### src/fdc_pkg.sv
// Package for the fieldbus drive control word translator.
// Assumes one 25 MHz clock and a plain register port.
package fdc_pkg;
	localparam int FDC_WORD_W = 16;
	localparam int FDC_ADDR_W = 4;
	// Register offsets
	localparam logic [3:0] FDC_OFF_CTRL = 4'h0;
	localparam logic [3:0] FDC_OFF_STAT = 4'h1;
	localparam logic [3:0] FDC_OFF_MODE = 4'h2;
	// Reset values; the control word resets to a safe stop with reserved ones held
	localparam logic [15:0] FDC_CTRL_RST = 16'h047E;
	localparam logic [15:0] FDC_MODE_RST = 16'h0000;
	localparam logic [15:0] FDC_UNMAPPED = 16'h0000;
	// Command bit positions
	localparam int FDC_CB_SWITCH_ON = 0;
	localparam int FDC_CB_COAST = 1;
	localparam int FDC_CB_FAST = 2;
	localparam int FDC_CB_ENABLE = 3;
	localparam int FDC_CB_FAULT_CLR = 7;
	// Status bit positions
	localparam int FDC_SB_SWON_EN = 0;
	localparam int FDC_SB_SWITCHED = 1;
	localparam int FDC_SB_RUNNING = 2;
	localparam int FDC_SB_FAULT = 3;
	localparam int FDC_SB_COAST = 4;
	localparam int FDC_SB_FAST = 5;
	localparam int FDC_SB_START_DIS = 6;
	localparam int FDC_SB_REMOTE = 9;
	localparam int FDC_SB_AT_SPEED = 10;
	localparam int FDC_SB_LIMIT = 11;
	// Mode register bit positions
	localparam int FDC_MB_REMOTE = 0;
	localparam int FDC_MB_COMMS_SEL = 1;
	// Sequencer state codes
	localparam logic [2:0] FDC_SEQ_START_DISABLED = 3'h0;
	localparam logic [2:0] FDC_SEQ_TRIPPED = 3'h7;
endpackage

### src/fdc_status_word.sv
// Assembles the drive status word from sequencer and ramp conditions.
// Assumes all inputs are synchronous to the caller's clock; output is combinational.
`timescale 1ns/1ps
module fdc_status_word
	import fdc_pkg::*;
(
	// Sequencer outputs
	input wire logic swon_enable,
	input wire logic switched_on,
	input wire logic running,
	input wire logic tripped,
	input wire logic [2:0] seq_state,
	// Stop release sources
	input wire logic comms_mode,
	input wire logic cmd_coast,
	input wire logic cmd_fast,
	input wire logic loc_coast,
	input wire logic loc_fast,
	// Mode and ramp conditions
	input wire logic remote_mode,
	input wire logic comms_sel,
	input wire logic ramping,
	input wire logic vector_mode,
	input wire logic torque_limit,
	input wire logic current_limit,
	// Result
	output logic [15:0] status
);
	always_comb
	begin
		// Unsupported bits stay zero
		status = 16'h0000;
		status[FDC_SB_SWON_EN] = swon_enable;
		status[FDC_SB_SWITCHED] = switched_on;
		status[FDC_SB_RUNNING] = running;
		status[FDC_SB_FAULT] = tripped;
		status[FDC_SB_COAST] = comms_mode ? cmd_coast : loc_coast;
		status[FDC_SB_FAST] = comms_mode ? cmd_fast : loc_fast;
		status[FDC_SB_START_DIS] = (seq_state == FDC_SEQ_START_DISABLED);
		status[FDC_SB_REMOTE] = remote_mode & comms_sel;
		status[FDC_SB_AT_SPEED] = ~ramping;
		status[FDC_SB_LIMIT] = vector_mode ? torque_limit : current_limit;
	end
endmodule

### src/fdc_control_word.sv
// Fieldbus drive control word translator: register port, command decode, status word.
// Assumes a remote master writes the command word; the sequencer sits outside.
//
// The register offsets and the strobed register port were left to the implementer.
`timescale 1ns/1ps
module fdc_control_word
	import fdc_pkg::*;
#(
	parameter int WORD_W = FDC_WORD_W
)
(
	// Clock and reset
	input wire logic clock,
	input wire logic nrst,
	// Register port
	input wire logic [3:0] addr,
	input wire logic [15:0] wdata,
	input wire logic wr,
	input wire logic rd,
	output logic [15:0] rdata,
	// Local sequencing inputs
	input wire logic loc_forward_run,
	input wire logic loc_reverse_run,
	input wire logic loc_stop_release,
	input wire logic loc_fault_clear,
	input wire logic loc_coast_release,
	input wire logic loc_fast_release,
	input wire logic loc_enable,
	// Sequencer feedback
	input wire logic seq_swon_enable,
	input wire logic seq_switched_on,
	input wire logic seq_running,
	input wire logic seq_tripped,
	input wire logic [2:0] seq_state,
	// Ramp and limit conditions
	input wire logic ramp_active,
	input wire logic vector_mode,
	input wire logic torque_limit,
	input wire logic current_limit,
	// Sequencer inputs
	output logic forward_run_input,
	output logic reverse_run_input,
	output logic stop_release_input,
	output logic coast_release_input,
	output logic fast_release_input,
	output logic enable_input,
	output logic remote_fault_clear_input,
	// Status
	output logic [15:0] drive_status_out,
	output logic comms_mode
);
	// The ports are fixed at 16 bits, so any other width is refused here
	if (WORD_W != 16)
	begin : g_word_w_check
		$error("fdc_control_word: only a 16-bit word is supported");
	end

	// ----------------------------------------
	// State
	// ----------------------------------------
	typedef struct packed {
		logic [15:0] drive_control_word;
		logic [15:0] mode;
		logic [15:0] rdata;
		logic forward_run;
		logic reverse_run;
		logic stop_release;
		logic coast_release;
		logic fast_release;
		logic enable;
		logic fault_clear;
		logic [15:0] status;
	} fdc_state_s;

	fdc_state_s st;
	fdc_state_s next_st;
	logic [15:0] status_now;
	logic remote_sel;

	assign remote_sel = st.mode[FDC_MB_REMOTE] & st.mode[FDC_MB_COMMS_SEL];

	// ----------------------------------------
	// Status word assembly
	// ----------------------------------------
	fdc_status_word u_status (
		.swon_enable(seq_swon_enable),
		.switched_on(seq_switched_on),
		.running(seq_running),
		.tripped(seq_tripped),
		.seq_state(seq_state),
		.comms_mode(remote_sel),
		.cmd_coast(st.drive_control_word[FDC_CB_COAST]),
		.cmd_fast(st.drive_control_word[FDC_CB_FAST]),
		.loc_coast(loc_coast_release),
		.loc_fast(loc_fast_release),
		.remote_mode(st.mode[FDC_MB_REMOTE]),
		.comms_sel(st.mode[FDC_MB_COMMS_SEL]),
		.ramping(ramp_active),
		.vector_mode(vector_mode),
		.torque_limit(torque_limit),
		.current_limit(current_limit),
		.status(status_now)
	);

	// ----------------------------------------
	// Next state
	// ----------------------------------------
	always_comb
	begin
		next_st = st;
		next_st.rdata = FDC_UNMAPPED;
		// Bits 4-6, 10 and the rest are stored but never acted on
		if (wr)
		begin
			if (addr == FDC_OFF_CTRL)
				next_st.drive_control_word = wdata;
			// Only the remote and comms-select bits are kept
			else if (addr == FDC_OFF_MODE)
				next_st.mode = {14'h0000, wdata[1:0]};
		end
		if (rd)
		begin
			if (addr == FDC_OFF_CTRL)
				next_st.rdata = st.drive_control_word;
			else if (addr == FDC_OFF_STAT)
				next_st.rdata = st.status;
			else if (addr == FDC_OFF_MODE)
				next_st.rdata = st.mode;
			else
				next_st.rdata = FDC_UNMAPPED;
		end
		// One-cycle decode delay keeps all sequencer inputs glitch free
		if (remote_sel)
		begin
			// Command word replaces local run and stop release; coast, fast and enable AND it with the local source
			next_st.forward_run = st.drive_control_word[FDC_CB_SWITCH_ON];
			next_st.reverse_run = 1'b0;
			next_st.stop_release = 1'b0;
			next_st.coast_release = st.drive_control_word[FDC_CB_COAST]
				& loc_coast_release;
			next_st.fast_release = st.drive_control_word[FDC_CB_FAST]
				& loc_fast_release;
			next_st.enable = st.drive_control_word[FDC_CB_ENABLE] & loc_enable;
			// Sequencer acts on the rise
			next_st.fault_clear = st.drive_control_word[FDC_CB_FAULT_CLR];
		end
		else
		begin
			next_st.forward_run = loc_forward_run;
			next_st.reverse_run = loc_reverse_run;
			next_st.stop_release = loc_stop_release;
			next_st.coast_release = loc_coast_release;
			next_st.fast_release = loc_fast_release;
			next_st.enable = loc_enable;
			next_st.fault_clear = loc_fault_clear;
		end
		next_st.status = status_now;
	end

	always_ff @(posedge clock or negedge nrst)
	begin
		if (!nrst)
		begin
			st.drive_control_word <= FDC_CTRL_RST;
			st.mode <= FDC_MODE_RST;
			st.rdata <= 16'h0000;
			st.forward_run <= 1'b0;
			st.reverse_run <= 1'b0;
			st.stop_release <= 1'b0;
			st.coast_release <= 1'b0;
			st.fast_release <= 1'b0;
			st.enable <= 1'b0;
			st.fault_clear <= 1'b0;
			st.status <= 16'h0000;
		end
		else
			st <= next_st;
	end

	// ----------------------------------------
	// Outputs
	// ----------------------------------------
	assign rdata = st.rdata;
	assign forward_run_input = st.forward_run;
	assign reverse_run_input = st.reverse_run;
	assign stop_release_input = st.stop_release;
	assign coast_release_input = st.coast_release;
	assign fast_release_input = st.fast_release;
	assign enable_input = st.enable;
	assign remote_fault_clear_input = st.fault_clear;
	assign drive_status_out = st.status;
	assign comms_mode = remote_sel;

	// ----------------------------------------
	// Checks on the sequencer inputs
	// ----------------------------------------
	// Each check looks one edge back; the edge that leaves reset has no valid past
	a_run_follows_bit: assert property (@(posedge clock) disable iff (!nrst)
		$past(nrst) && $past(remote_sel) |->
		forward_run_input == $past(st.drive_control_word[0])
		&& !reverse_run_input && !stop_release_input)
		else $error("run inputs do not follow command bit 0");

	// The reset value is the stop command, so a fresh remote select never runs
	a_stop_word: assert property (@(posedge clock) disable iff (!nrst)
		$past(nrst) && $past(remote_sel) && $past(st.drive_control_word) == FDC_CTRL_RST
		|-> !forward_run_input)
		else $error("stop command leaves forward run set");

	a_coast_and_gate: assert property (@(posedge clock) disable iff (!nrst)
		$past(nrst) && $past(remote_sel) |-> coast_release_input ==
		($past(st.drive_control_word[1]) & $past(loc_coast_release)))
		else $error("coast release is not the AND of both sources");

	a_fast_and_gate: assert property (@(posedge clock) disable iff (!nrst)
		$past(nrst) && $past(remote_sel) |-> fast_release_input ==
		($past(st.drive_control_word[2]) & $past(loc_fast_release)))
		else $error("fast release is not the AND of both sources");

	a_enable_and_gate: assert property (@(posedge clock) disable iff (!nrst)
		$past(nrst) && $past(remote_sel) && !$past(loc_enable) |-> !enable_input)
		else $error("enable passed while local enable low");

	a_enable_follows: assert property (@(posedge clock) disable iff (!nrst)
		$past(nrst) && $past(remote_sel) |-> enable_input ==
		($past(st.drive_control_word[3]) & $past(loc_enable)))
		else $error("enable is not the AND of both sources");

	// The sequencer finds the rise itself, so the level must pass unchanged
	a_fault_clear_direct: assert property (@(posedge clock) disable iff (!nrst)
		$past(nrst) && $past(remote_sel) |->
		remote_fault_clear_input == $past(st.drive_control_word[7]))
		else $error("fault clear does not follow command bit 7");

	a_fault_clear_rise: assert property (@(posedge clock) disable iff (!nrst)
		remote_sel && $rose(st.drive_control_word[7]) && $stable(remote_sel)
		|=> remote_fault_clear_input)
		else $error("fault clear rise not passed on");

	// Outside comms mode the local sources reach the sequencer one edge later
	a_local_pass: assert property (@(posedge clock) disable iff (!nrst)
		$past(nrst) && !$past(remote_sel) |->
		forward_run_input == $past(loc_forward_run)
		&& reverse_run_input == $past(loc_reverse_run)
		&& stop_release_input == $past(loc_stop_release)
		&& coast_release_input == $past(loc_coast_release)
		&& fast_release_input == $past(loc_fast_release)
		&& enable_input == $past(loc_enable)
		&& remote_fault_clear_input == $past(loc_fault_clear))
		else $error("local sources not passed outside comms mode");

	// ----------------------------------------
	// Checks on the status word
	// ----------------------------------------
	a_status_reserved: assert property (@(posedge clock) disable iff (!nrst)
		drive_status_out[8:7] == 2'b00 && drive_status_out[15:12] == 4'h0)
		else $error("unsupported status bits not zero");

	a_status_mirror: assert property (@(posedge clock) disable iff (!nrst)
		$past(nrst) |-> drive_status_out[3:0] == {$past(seq_tripped), $past(seq_running),
		$past(seq_switched_on), $past(seq_swon_enable)})
		else $error("status bits 0 to 3 do not mirror the sequencer");

	a_switched_flag: assert property (@(posedge clock) disable iff (!nrst)
		$past(nrst) |-> drive_status_out[FDC_SB_SWITCHED] == $past(seq_switched_on))
		else $error("switched on flag wrong");

	a_running_flag: assert property (@(posedge clock) disable iff (!nrst)
		$past(nrst) |-> drive_status_out[FDC_SB_RUNNING] == $past(seq_running))
		else $error("running flag wrong");

	a_fault_flag: assert property (@(posedge clock) disable iff (!nrst)
		$past(nrst) |-> drive_status_out[FDC_SB_FAULT] == $past(seq_tripped))
		else $error("fault flag wrong");

	a_coast_flag: assert property (@(posedge clock) disable iff (!nrst)
		$past(nrst) |-> drive_status_out[FDC_SB_COAST] == ($past(remote_sel)
		? $past(st.drive_control_word[1]) : $past(loc_coast_release)))
		else $error("coast release flag shows the wrong source");

	a_fast_flag: assert property (@(posedge clock) disable iff (!nrst)
		$past(nrst) |-> drive_status_out[FDC_SB_FAST] == ($past(remote_sel)
		? $past(st.drive_control_word[2]) : $past(loc_fast_release)))
		else $error("fast release flag shows the wrong source");

	a_start_disabled: assert property (@(posedge clock) disable iff (!nrst)
		$past(nrst) |-> drive_status_out[6] == ($past(seq_state) == FDC_SEQ_START_DISABLED))
		else $error("start disabled flag wrong");

	a_remote_flag: assert property (@(posedge clock) disable iff (!nrst)
		$past(nrst) |-> drive_status_out[9] == $past(remote_sel))
		else $error("remote status flag wrong");

	a_at_speed: assert property (@(posedge clock) disable iff (!nrst)
		$past(nrst) |-> drive_status_out[10] == !$past(ramp_active))
		else $error("setpoint reached flag wrong");

	a_limit_flag: assert property (@(posedge clock) disable iff (!nrst)
		$past(nrst) |-> drive_status_out[FDC_SB_LIMIT] == ($past(vector_mode)
		? $past(torque_limit) : $past(current_limit)))
		else $error("internal limit flag wrong");

	// ----------------------------------------
	// Checks on the register port
	// ----------------------------------------
	a_ctrl_write: assert property (@(posedge clock) disable iff (!nrst)
		$past(nrst) && $past(wr) && $past(addr) == FDC_OFF_CTRL |->
		st.drive_control_word == $past(wdata))
		else $error("command word does not hold the written value");

	a_mode_write: assert property (@(posedge clock) disable iff (!nrst)
		$past(nrst) && $past(wr) && $past(addr) == FDC_OFF_MODE |->
		st.mode == {14'h0000, $past(wdata[1:0])})
		else $error("mode register keeps more than its two bits");

	// Read data stand for one cycle only, so a stale word is never seen twice
	a_status_read: assert property (@(posedge clock) disable iff (!nrst)
		$past(nrst) && $past(rd) && $past(addr) == FDC_OFF_STAT |->
		rdata == $past(st.status))
		else $error("status read does not return the status word");
endmodule

### config.mk
export PLATFORM = sky130hd
export DESIGN_NAME = fdc_control_word
export DESIGN_NICKNAME = d
export VERILOG_FILES = /design/src/fdc_pkg.sv /design/src/fdc_status_word.sv /design/src/fdc_control_word.sv
export SDC_FILE = /design/constraint.sdc
export NUM_CORES = 1
export LEC_CHECK = 0
export BUFFER_PORTS_ARGS = -buffer_cell sky130_fd_sc_hd__clkbuf_2
export CAP_MARGIN = 20
export CELL_PAD_IN_SITES_DETAIL_PLACEMENT = 1
export CELL_PAD_IN_SITES_GLOBAL_PLACEMENT = 1
export CORE_MARGIN = 2
export CORE_UTILIZATION = 39
export DETAILED_ROUTE_END_ITERATION = 7
export PLACE_DENSITY = 0.84
export SYNTH_ARGS = -nofsm -noshare
export SYNTH_HDL_FRONTEND = slang
export SYNTH_HIERARCHICAL = 1
export SYNTH_SLANG_ARGS = --single-unit
### constraint.sdc
create_clock -name clock -period 1.2 [get_ports clock]
set_input_delay 0.3 -clock clock [delete_from_list [all_inputs] [get_ports clock]]
set_output_delay 0.3 -clock clock [all_outputs]
set_load 0.05 [all_outputs]
## Word-level counts from Yosys, hierarchy flattened

Cells that the tools add are included.

- Flip-flop bits (word level): 51
- Word-level logic and storage cells: 31
- Output and inout port bits: 40
- Input bits: 42

- Bitwise operators: 6
- Reduce and logical (&&, ||, !) cells: 4
- Mux-type cells: 8
- Equality and inequality tests: 2

Operators by type and width:

| cell | count |
|---|---|
| 2-to-1 mux 16 bit | 2 |
| 2-to-1 mux 12 bit | 1 |
| 2-to-1 mux 7 bit | 1 |
| bitwise AND 1 bit | 4 |
| equality test 4 x 1 -> 1 bit, second input constant | 1 |
| equality test 4 x 2 -> 1 bit, second input constant | 1 |
| logical NOT 4 bit | 1 |
| logical NOT 3 bit | 1 |
| 2-to-1 mux 1 bit | 3 |
| AND reduction 3 bit | 1 |
| 2-to-1 mux 2 bit | 1 |
| NOT 1 bit | 2 |
| AND reduction 2 bit | 1 |

## Depth between registers and ports, before layout

Gate-level depths: netlist (run 1).

- Depth in word-level cells: 5
- Mapped depth: 4

## Hierarchy

Netlist (run 1), hierarchy kept.

By module, submodules not included:

| module | instances | sequential area each (um^2) | cells an instance | area each (um^2) |
|---|---|---|---|---|
| fdc_control_word | 1 | 1435.1 | 162 | 2313.5 |
| fdc_status_word | 1 | 0.0 | 17 | 138.9 |

## Worst setup path after synthesis (run 1)

OpenSTA, ideal clock, no wires.

- Path kind: register to register
- Start: register st[39] (netlist bit)
- End: register st, in the netlist drive_status_out[4]
- Stages on the path, launching flop included: 4
- Path buffers: 0
- Library setup time: 0.125 ns
- Data arrival time: 1.227 ns
- Setup slack: -0.152 ns
- Required time: 1.075 ns
- Cell sequence: dfrtp_1 > nand2_1 > inv_1 > mux2_4

RTL lines:

| what | line | RTL |
|---|---|---|
| start, declared | fdc_control_word.sv:75 | `fdc_state_s st;` |
| start signal, assigned | fdc_control_word.sv:177 | `st <= next_st;` |

## Worst setup path after layout (run 1)

- Start: register st[40] (netlist bit)
- End: output port comms_mode

- Longest elaborated chain between the ends: 1

Ends and longest elaborated chain:

| what | line | RTL |
|---|---|---|
| bitwise AND 1 bit | fdc_control_word.sv:80 | `assign remote_sel = st.mode[FDC_MB_REMOTE] & st.mode[FDC_MB_COMMS_SEL];` |
| end, declared | fdc_control_word.sv:50 | `output logic comms_mode` |

Every way passes these cells.

==> flow_metrics.tcl, run 1 <==
set metrics [dict create \
    fin_crit_ns 1.40 \
    gp_congestion 0.678 \
    r2r_cells 5 \
    drt_iter0_drc 15 \
    switching_share_pct 27.5 \
    core_area_sq_um 5990 \
    ant_nets 0 \
    pwr-share-seq_pct 43.4 \
    die_x_um 83.3 \
    post_drt_wl_per_cell_um 15.5 \
    startpoint_type "register" \
    fin_ws_ns -0.201 \
    ir_drop_mv 0.725 \
    startpoint "st[40]" \
    utilization_pct 57.1 \
    hold_class "input port to register" \
    netlist_area_sq_um 2450 \
    dr_total_vias 1494 \
    num_rows 28 \
    io_buffers 81 \
    cp_cell_sequence "nand2_2 -> clkinvlp_4 -> buf_8" \
    ys_types 25 \
    slowest_delay_ns 0.39 \
    crit_slowest_cell "dfrtp_1" \
    drv_cap 0 \
    syn2layout_area_growth_pct 39.5 \
    syn_area_per_cell_sq_um 13.7 \
    seqCellArea_sq_um 1440 \
    cts_root_buffer "clkbuf_8" \
    io-pin-count 82 \
    diodes 0 \
    arrival_ns 1.10 \
    period_share_pct 117 \
    grt_antenna_before_repair 0 \
    vias_per_cell 4.47 \
    cp-endpoint "comms_mode" \
    preCtsSetupSlack_ns -0.0624 \
    drive_gt1_share_pct 59.1 \
    wirelength_mm 5.18 \
    final_hold_viol_count 0 \
    fill_cells 593 \
    worstReg2RegStart "st[40]" \
    reg2reg_slack_ns -0.10 \
    setup_viol 5 \
    path_depth 3 \
    gr-usage-all-layers_pct 15.2 \
    final_nets 296 \
    grt_remaining_overflow 0 \
    grt_max_degree 58 \
    fmax_mhz 714 \
    path_max_fanout 2 \
    cts_max_level 3 \
    switchingPower_mw 1.49 \
    r2r_end "drive_status_out[5]" \
    die-area_sq_um 6940 \
    clockPowerShare_pct 34.0 \
    crit_buf_inv 2 \
    grt_pass1_vias 1664 \
    yosysWarnings 6 \
    ys_seq_elements 57 \
    postSynthCellCount 179 \
    rsz0062_at_grt "yes" \
    dpl.hpwl_mm 3.42 \
    die_y_um 83.3 \
    cts.sinks 57 \
    firstDrtPassIters 2 \
    crit_required_ns 0.90 \
    p_leak_nw 1.74 \
    crit_type "register to output port" \
    worstSkewPairLatency_ns 0.32 \
    endpoint_kind "output port" \
    multiInputGateArea_sq_um 683 \
    cts_tree "built" \
    cpLargestDelayFamily "flip-flops" \
    start_util_pct 40.9 \
    yosysSeqAreaShare_pct 58.5 \
    drc 0 \
    pwr-share-comb_pct 22.6 \
    outcome "finished with violations" \
    grt_pass1_wl_mm 8.14 \
    p_int_mw 3.94 \
    power_density_nw_per_um2 1590 \
    violations "setup timing" \
    finClkSkew_ns 0.00374 \
    path_clk_slew_ns 0.06 \
    slew_viol_final 0 \
    numCtsBuffers 9 \
    clock_path_buffers 2 \
]
routing by layer:
layer | up-vias | wire length [um] | global-route usage, %
li1 | 695 | - | -
met3 | 7 | 237 | 3.98
met1 | 748 | 1920 | 16.4
met4 | 0 | 54 | 6.26
met5 | - | 0 | 0
met2 | 44 | 2960 | 27.9
worst reg2reg max path, stage by stage, from the launching register on:
cell	delay, ns
dfrtp_1	0.39
nand2_2	0.11
clkinvlp_4	0.12
buf_4	0.14
buf_4	0.14
mux2_4	0.29
layout make-up:
class                   instances  share of cell area [%]
clock buffers                  14                    5.05
clock inverters                 2                    1.02
inverters                       3                   0.439
multi-input cells              78                    20.0
flip-flops and latches         57                    41.9
well taps                      75                    2.74
repair buffers                105                    28.8
synthesized netlist by cell type:
| master | instances | area share (%) |
|---|---|---|
| dfrtp_1 | 50 | 51 |
| buf_4 | 43 | 13 |
| mux2i_1 | 15 | 6.1 |
| nor2_1 | 14 | 2.1 |
| mux2_4 | 13 | 8.0 |
| mux2_2 | 10 | 4.6 |
| dfstp_2 | 7 | 7.5 |
| and2_1 | 3 | 0.77 |
| inv_1 | 3 | 0.46 |
| o21a_1 | 3 | 0.92 |
| buf_2 | 2 | 0.41 |
| nand3b_1 | 2 | 0.61 |
| nor3_1 | 2 | 0.41 |
| and3_1 | 1 | 0.26 |
| and4b_1 | 1 | 0.41 |
| buf_6 | 1 | 0.46 |
| conb_1 | 1 | 0.15 |
| nand2_1 | 1 | 0.15 |
| nand3_4 | 1 | 0.71 |
| nand4b_1 | 1 | 0.36 |
| nor2_2 | 1 | 0.26 |
| nor2_4 | 1 | 0.46 |
| nor2b_1 | 1 | 0.26 |
| o21ai_0 | 1 | 0.20 |
| o22ai_1 | 1 | 0.26 |
sequential cells by signal, indices dropped and copies added (netlist names):
signal,cells
forward_run_input,1
st,18
rdata,16
remote_fault_clear_input,1
coast_release_input,1
fast_release_input,1
enable_input,1
reverse_run_input,1
stop_release_input,1
drive_status_out,16
how the worst min path moves through the flow:
| stage | endpoint | start | slack, ns | cells after the start |
|---|---|---|---|---|
| 6_report | drive_status_out[1] | seq_switched_on | 0.08 | 1 |
| 4_1_cts | drive_status_out[0] | seq_swon_enable | 0.06 | 1 |
| 3_5_place_dp | drive_status_out[8] | nrst | 0.33 | 2 |
| 3_3_place_gp | rdata[8] | nrst | 0.33 | 2 |
| 5_1_grt | drive_status_out[2] | seq_running | 0.07 | 1 |
| 2_1_floorplan | coast_release_input | nrst | 0.004 | 0 |
per-stage QoR:
stage / std cells / power (mW) / area [sq um] / hold slack (ns) / setup TNS (ns)
floorplan: 184 / 3.10 / 2480 / 0.00441 / -0.246
global placement: 304 / 3.34 / 2760 / 0.327 / -0.111
detailed placement: 304 / 3.38 / 2760 / 0.330 / -0.364
CTS: 327 / 5.42 / 3340 / 0.0647 / -0.462
global route: 334 / 5.66 / 3420 / 0.0684 / -0.845
finish: 334 / 5.43 / 3420 / 0.0841 / -0.423
power groups by stage:
stage	sequential, mW	combinational (mW)	clock, mW
floorplan	2.43	0.673	0
detailed placement	2.37	1.01	0
CTS	2.35	1.17	1.90
global placement	2.36	0.979	0
global route	2.39	1.30	1.97
finish	2.36	1.23	1.85
cell usage in the layout (no fill, tap or decap), drive strengths merged:
cell	netlist	layout
nand4b	1	1
clkinvlp	0	1
mux2	23	23
and3	1	1
dlygate4sd3	0	1
mux2i	15	15
o21ai	1	1
clkinv	0	1
nand2	1	1
dfstp	7	7
dfrtp	50	50
nor2	16	16
nand3	1	1
inv	3	2
clkbuf	0	66
bufinv	0	1
o21a	3	3
buf	46	52
o22ai	1	1
nor2b	1	1
and2	3	3
nor3	2	2
and4b	1	1
conb	1	6
nand3b	2	2
logic make-up (layout without fill, tap and decap cells):
group | after synthesis | after routing | synth area share, %
flip-flops | 57 | 57 | 58.5
AND/OR/NAND/NOR | 29 | 29 | 6.79
other | 1 | 6 | 0.153
AO/OA/AOI/OAI | 5 | 5 | 1.38
multiplexers | 38 | 38 | 18.7
buffers and inverters | 49 | 124 | 14.5
repair_timing:
item,4_1_cts,5_1_grt
endpoints found under the hold margin,50,0
resized for setup,75,29
hold buffers,1,0
setup buffers,6,7
endpoints found under the setup margin,40,29
pin swaps,0,1
(Power assumes the default switching activity.)
==> run 2: changes to the inputs <==
--- a/config.mk
+++ b/config.mk
@@ -13,6 +13,7 @@
 export CORE_UTILIZATION = 39
 export DETAILED_ROUTE_END_ITERATION = 7
 export PLACE_DENSITY = 0.84
+export SETUP_SLACK_MARGIN = 0.02
 export SYNTH_ARGS = -nofsm -noshare
 export SYNTH_HDL_FRONTEND = slang
 export SYNTH_HIERARCHICAL = 1
==> flow_metrics.tcl, run 2 (synthesized netlist as in run 1, its figures left out) <==
set metrics [dict create \
    outcome "finished with violations" \
    violations "setup timing" \
    grt_remaining_overflow 0 \
    cts_root_buffer "clkbuf_8" \
    ir_drop_mv 0.723 \
    vias_per_cell 4.48 \
    fmax_mhz 709 \
    crit_required_ns 0.90 \
    gp_congestion 0.678 \
    path_clk_slew_ns 0.06 \
    preCtsSetupSlack_ns -0.0624 \
    start_util_pct 40.9 \
    cts.sinks 57 \
    p_leak_nw 1.75 \
    endpoint_kind "output port" \
    cts_tree "built" \
    gr-usage-all-layers_pct 15.3 \
    fin_ws_ns -0.210 \
    startpoint "st[40]" \
    drt_iter0_drc 15 \
    arrival_ns 1.11 \
    period_share_pct 117 \
    grtUsageMet2_pct 28.2 \
    cp_cell_sequence "nand2_2 -> clkinvlp_4 -> buf_8" \
    crit_type "register to output port" \
    die_x_um 83.3 \
    slew_viol_final 0 \
    hp-start "seq_switched_on" \
    use_met3_pct 3.88 \
    finClkSkew_ns 0.00383 \
    core_area_sq_um 5990 \
    worstReg2RegStart "st[40]" \
    num_rows 28 \
    grt_pass1_vias 1669 \
    rsz0062_at_grt "yes" \
    grt.busiest_layer "met2" \
    largest_register_ffs 18 \
    grt_antenna_before_repair 0 \
    diodes 0 \
    drive_gt1_share_pct 59.1 \
    grt_pass1_wl_mm 8.22 \
    setup_viol 5 \
    final_hold_viol_count 0 \
    drv_cap 0 \
    hold_class "input port to register" \
    cpLargestDelayFamily "flip-flops" \
    cts_max_level 3 \
    worstSkewPairLatency_ns 0.32 \
    dr_total_vias 1496 \
    utilization_pct 58.0 \
    fill_cells 578 \
    post_drt_wl_per_cell_um 15.7 \
    clock_path_buffers 2 \
    slowest_delay_ns 0.39 \
    firstDrtPassIters 2 \
    crit_slowest_cell "dfrtp_1" \
    dpl.hpwl_mm 3.42 \
    wirelength_mm 5.24 \
    syn2layout_area_growth_pct 41.7 \
    startpoint_type "register" \
    io_buffers 81 \
    ant_nets 0 \
    grt_use_met1_pct 16.6 \
    io-pin-count 82 \
    grt_max_degree 58 \
    drc 0 \
    tns_ns -0.393 \
    final_cell_mix "dfrtp_1 (50), clkbuf_2 (41), buf_8 (39)" \
    fin_crit_ns 1.41 \
    final_nets 296 \
    crit_buf_inv 2 \
    die-area_sq_um 6940 \
    die_y_um 83.3 \
    path_max_fanout 2 \
    numCtsBuffers 9 \
    regMostFlops "st" \
    layout_commonest_cell "dfrtp_1" \
    power_density_nw_per_um2 1570 \
    whs_ns 0.0837 \
]
-- run 2: cell count changes in the layout (fill, tap and decap cells not counted) --
cell	previous run	this run
buf_8	24	39
clkbuf_8	23	13
buf_6	0	1
buf_4	24	18
-- run 2: area by class of cell --
cell class	count	area [sq um]	area share, %
clock buffers	14	173	4.97
clock inverters	2	35.0	1.01
inverters	3	15.0	0.432
multi-input cells	78	683	19.7
flip-flops and latches	57	1440	41.3
well taps	75	93.8	2.70
repair buffers	105	1040	29.9
-- run 2: worst paths after layout --
| kind | slack [ns] | cells after the start | endpoint |
|---|---|---|---|
| setup / recovery | -0.21 | 3 | comms_mode |
| hold / removal | 0.08 | 1 | drive_status_out[1] |
| setup reg to reg | -0.09 | 5 | drive_status_out[5] |
| hold reg to reg | 0.51 | 1 | st[64] |
| max in group asynchronous | 0.38 | 3 | st[56] |
| min in group asynchronous | 0.52 | 3 | drive_status_out[8] |
-- run 2: layer usage --
layer  up-vias  wire length (um)
li1        696                 -
met2        44              2990
met1       749              1970
met4         0                51
met3         7               228
met5         -                 0
-- run 2: stage by stage --
step | total power [mW] | area, sq um | cells
3_5_place_dp | 3.38 | 2760 | 304
3_3_place_gp | 3.34 | 2760 | 304
2_1_floorplan | 3.10 | 2480 | 184
4_1_cts | 5.43 | 3370 | 327
6_report | 5.47 | 3480 | 334
5_1_grt | 5.70 | 3480 | 334
-- run 2: timing repair --
action / in CTS / in global routing
setup buffers: 6 / 8
resized for setup: 80 / 40
setup endpoints to repair: 40 / 42
hold endpoints to repair: 50 / 0
hold buffers: 1 / 0
pin swaps: 0 / 1
-- run 2: worst register-to-register path, cell delays in order, from the launching register on --
cell and delay, ns:
dfrtp_1 0.39, nand2_2 0.11, clkinvlp_4 0.12, buf_4 0.15, buf_6 0.11, mux2_4 0.29
-- run 2: power breakdown --
part           internal, mW  switching, mW
Sequential             2.19          0.176
Combinational         0.651          0.608
Clock                  1.13          0.718
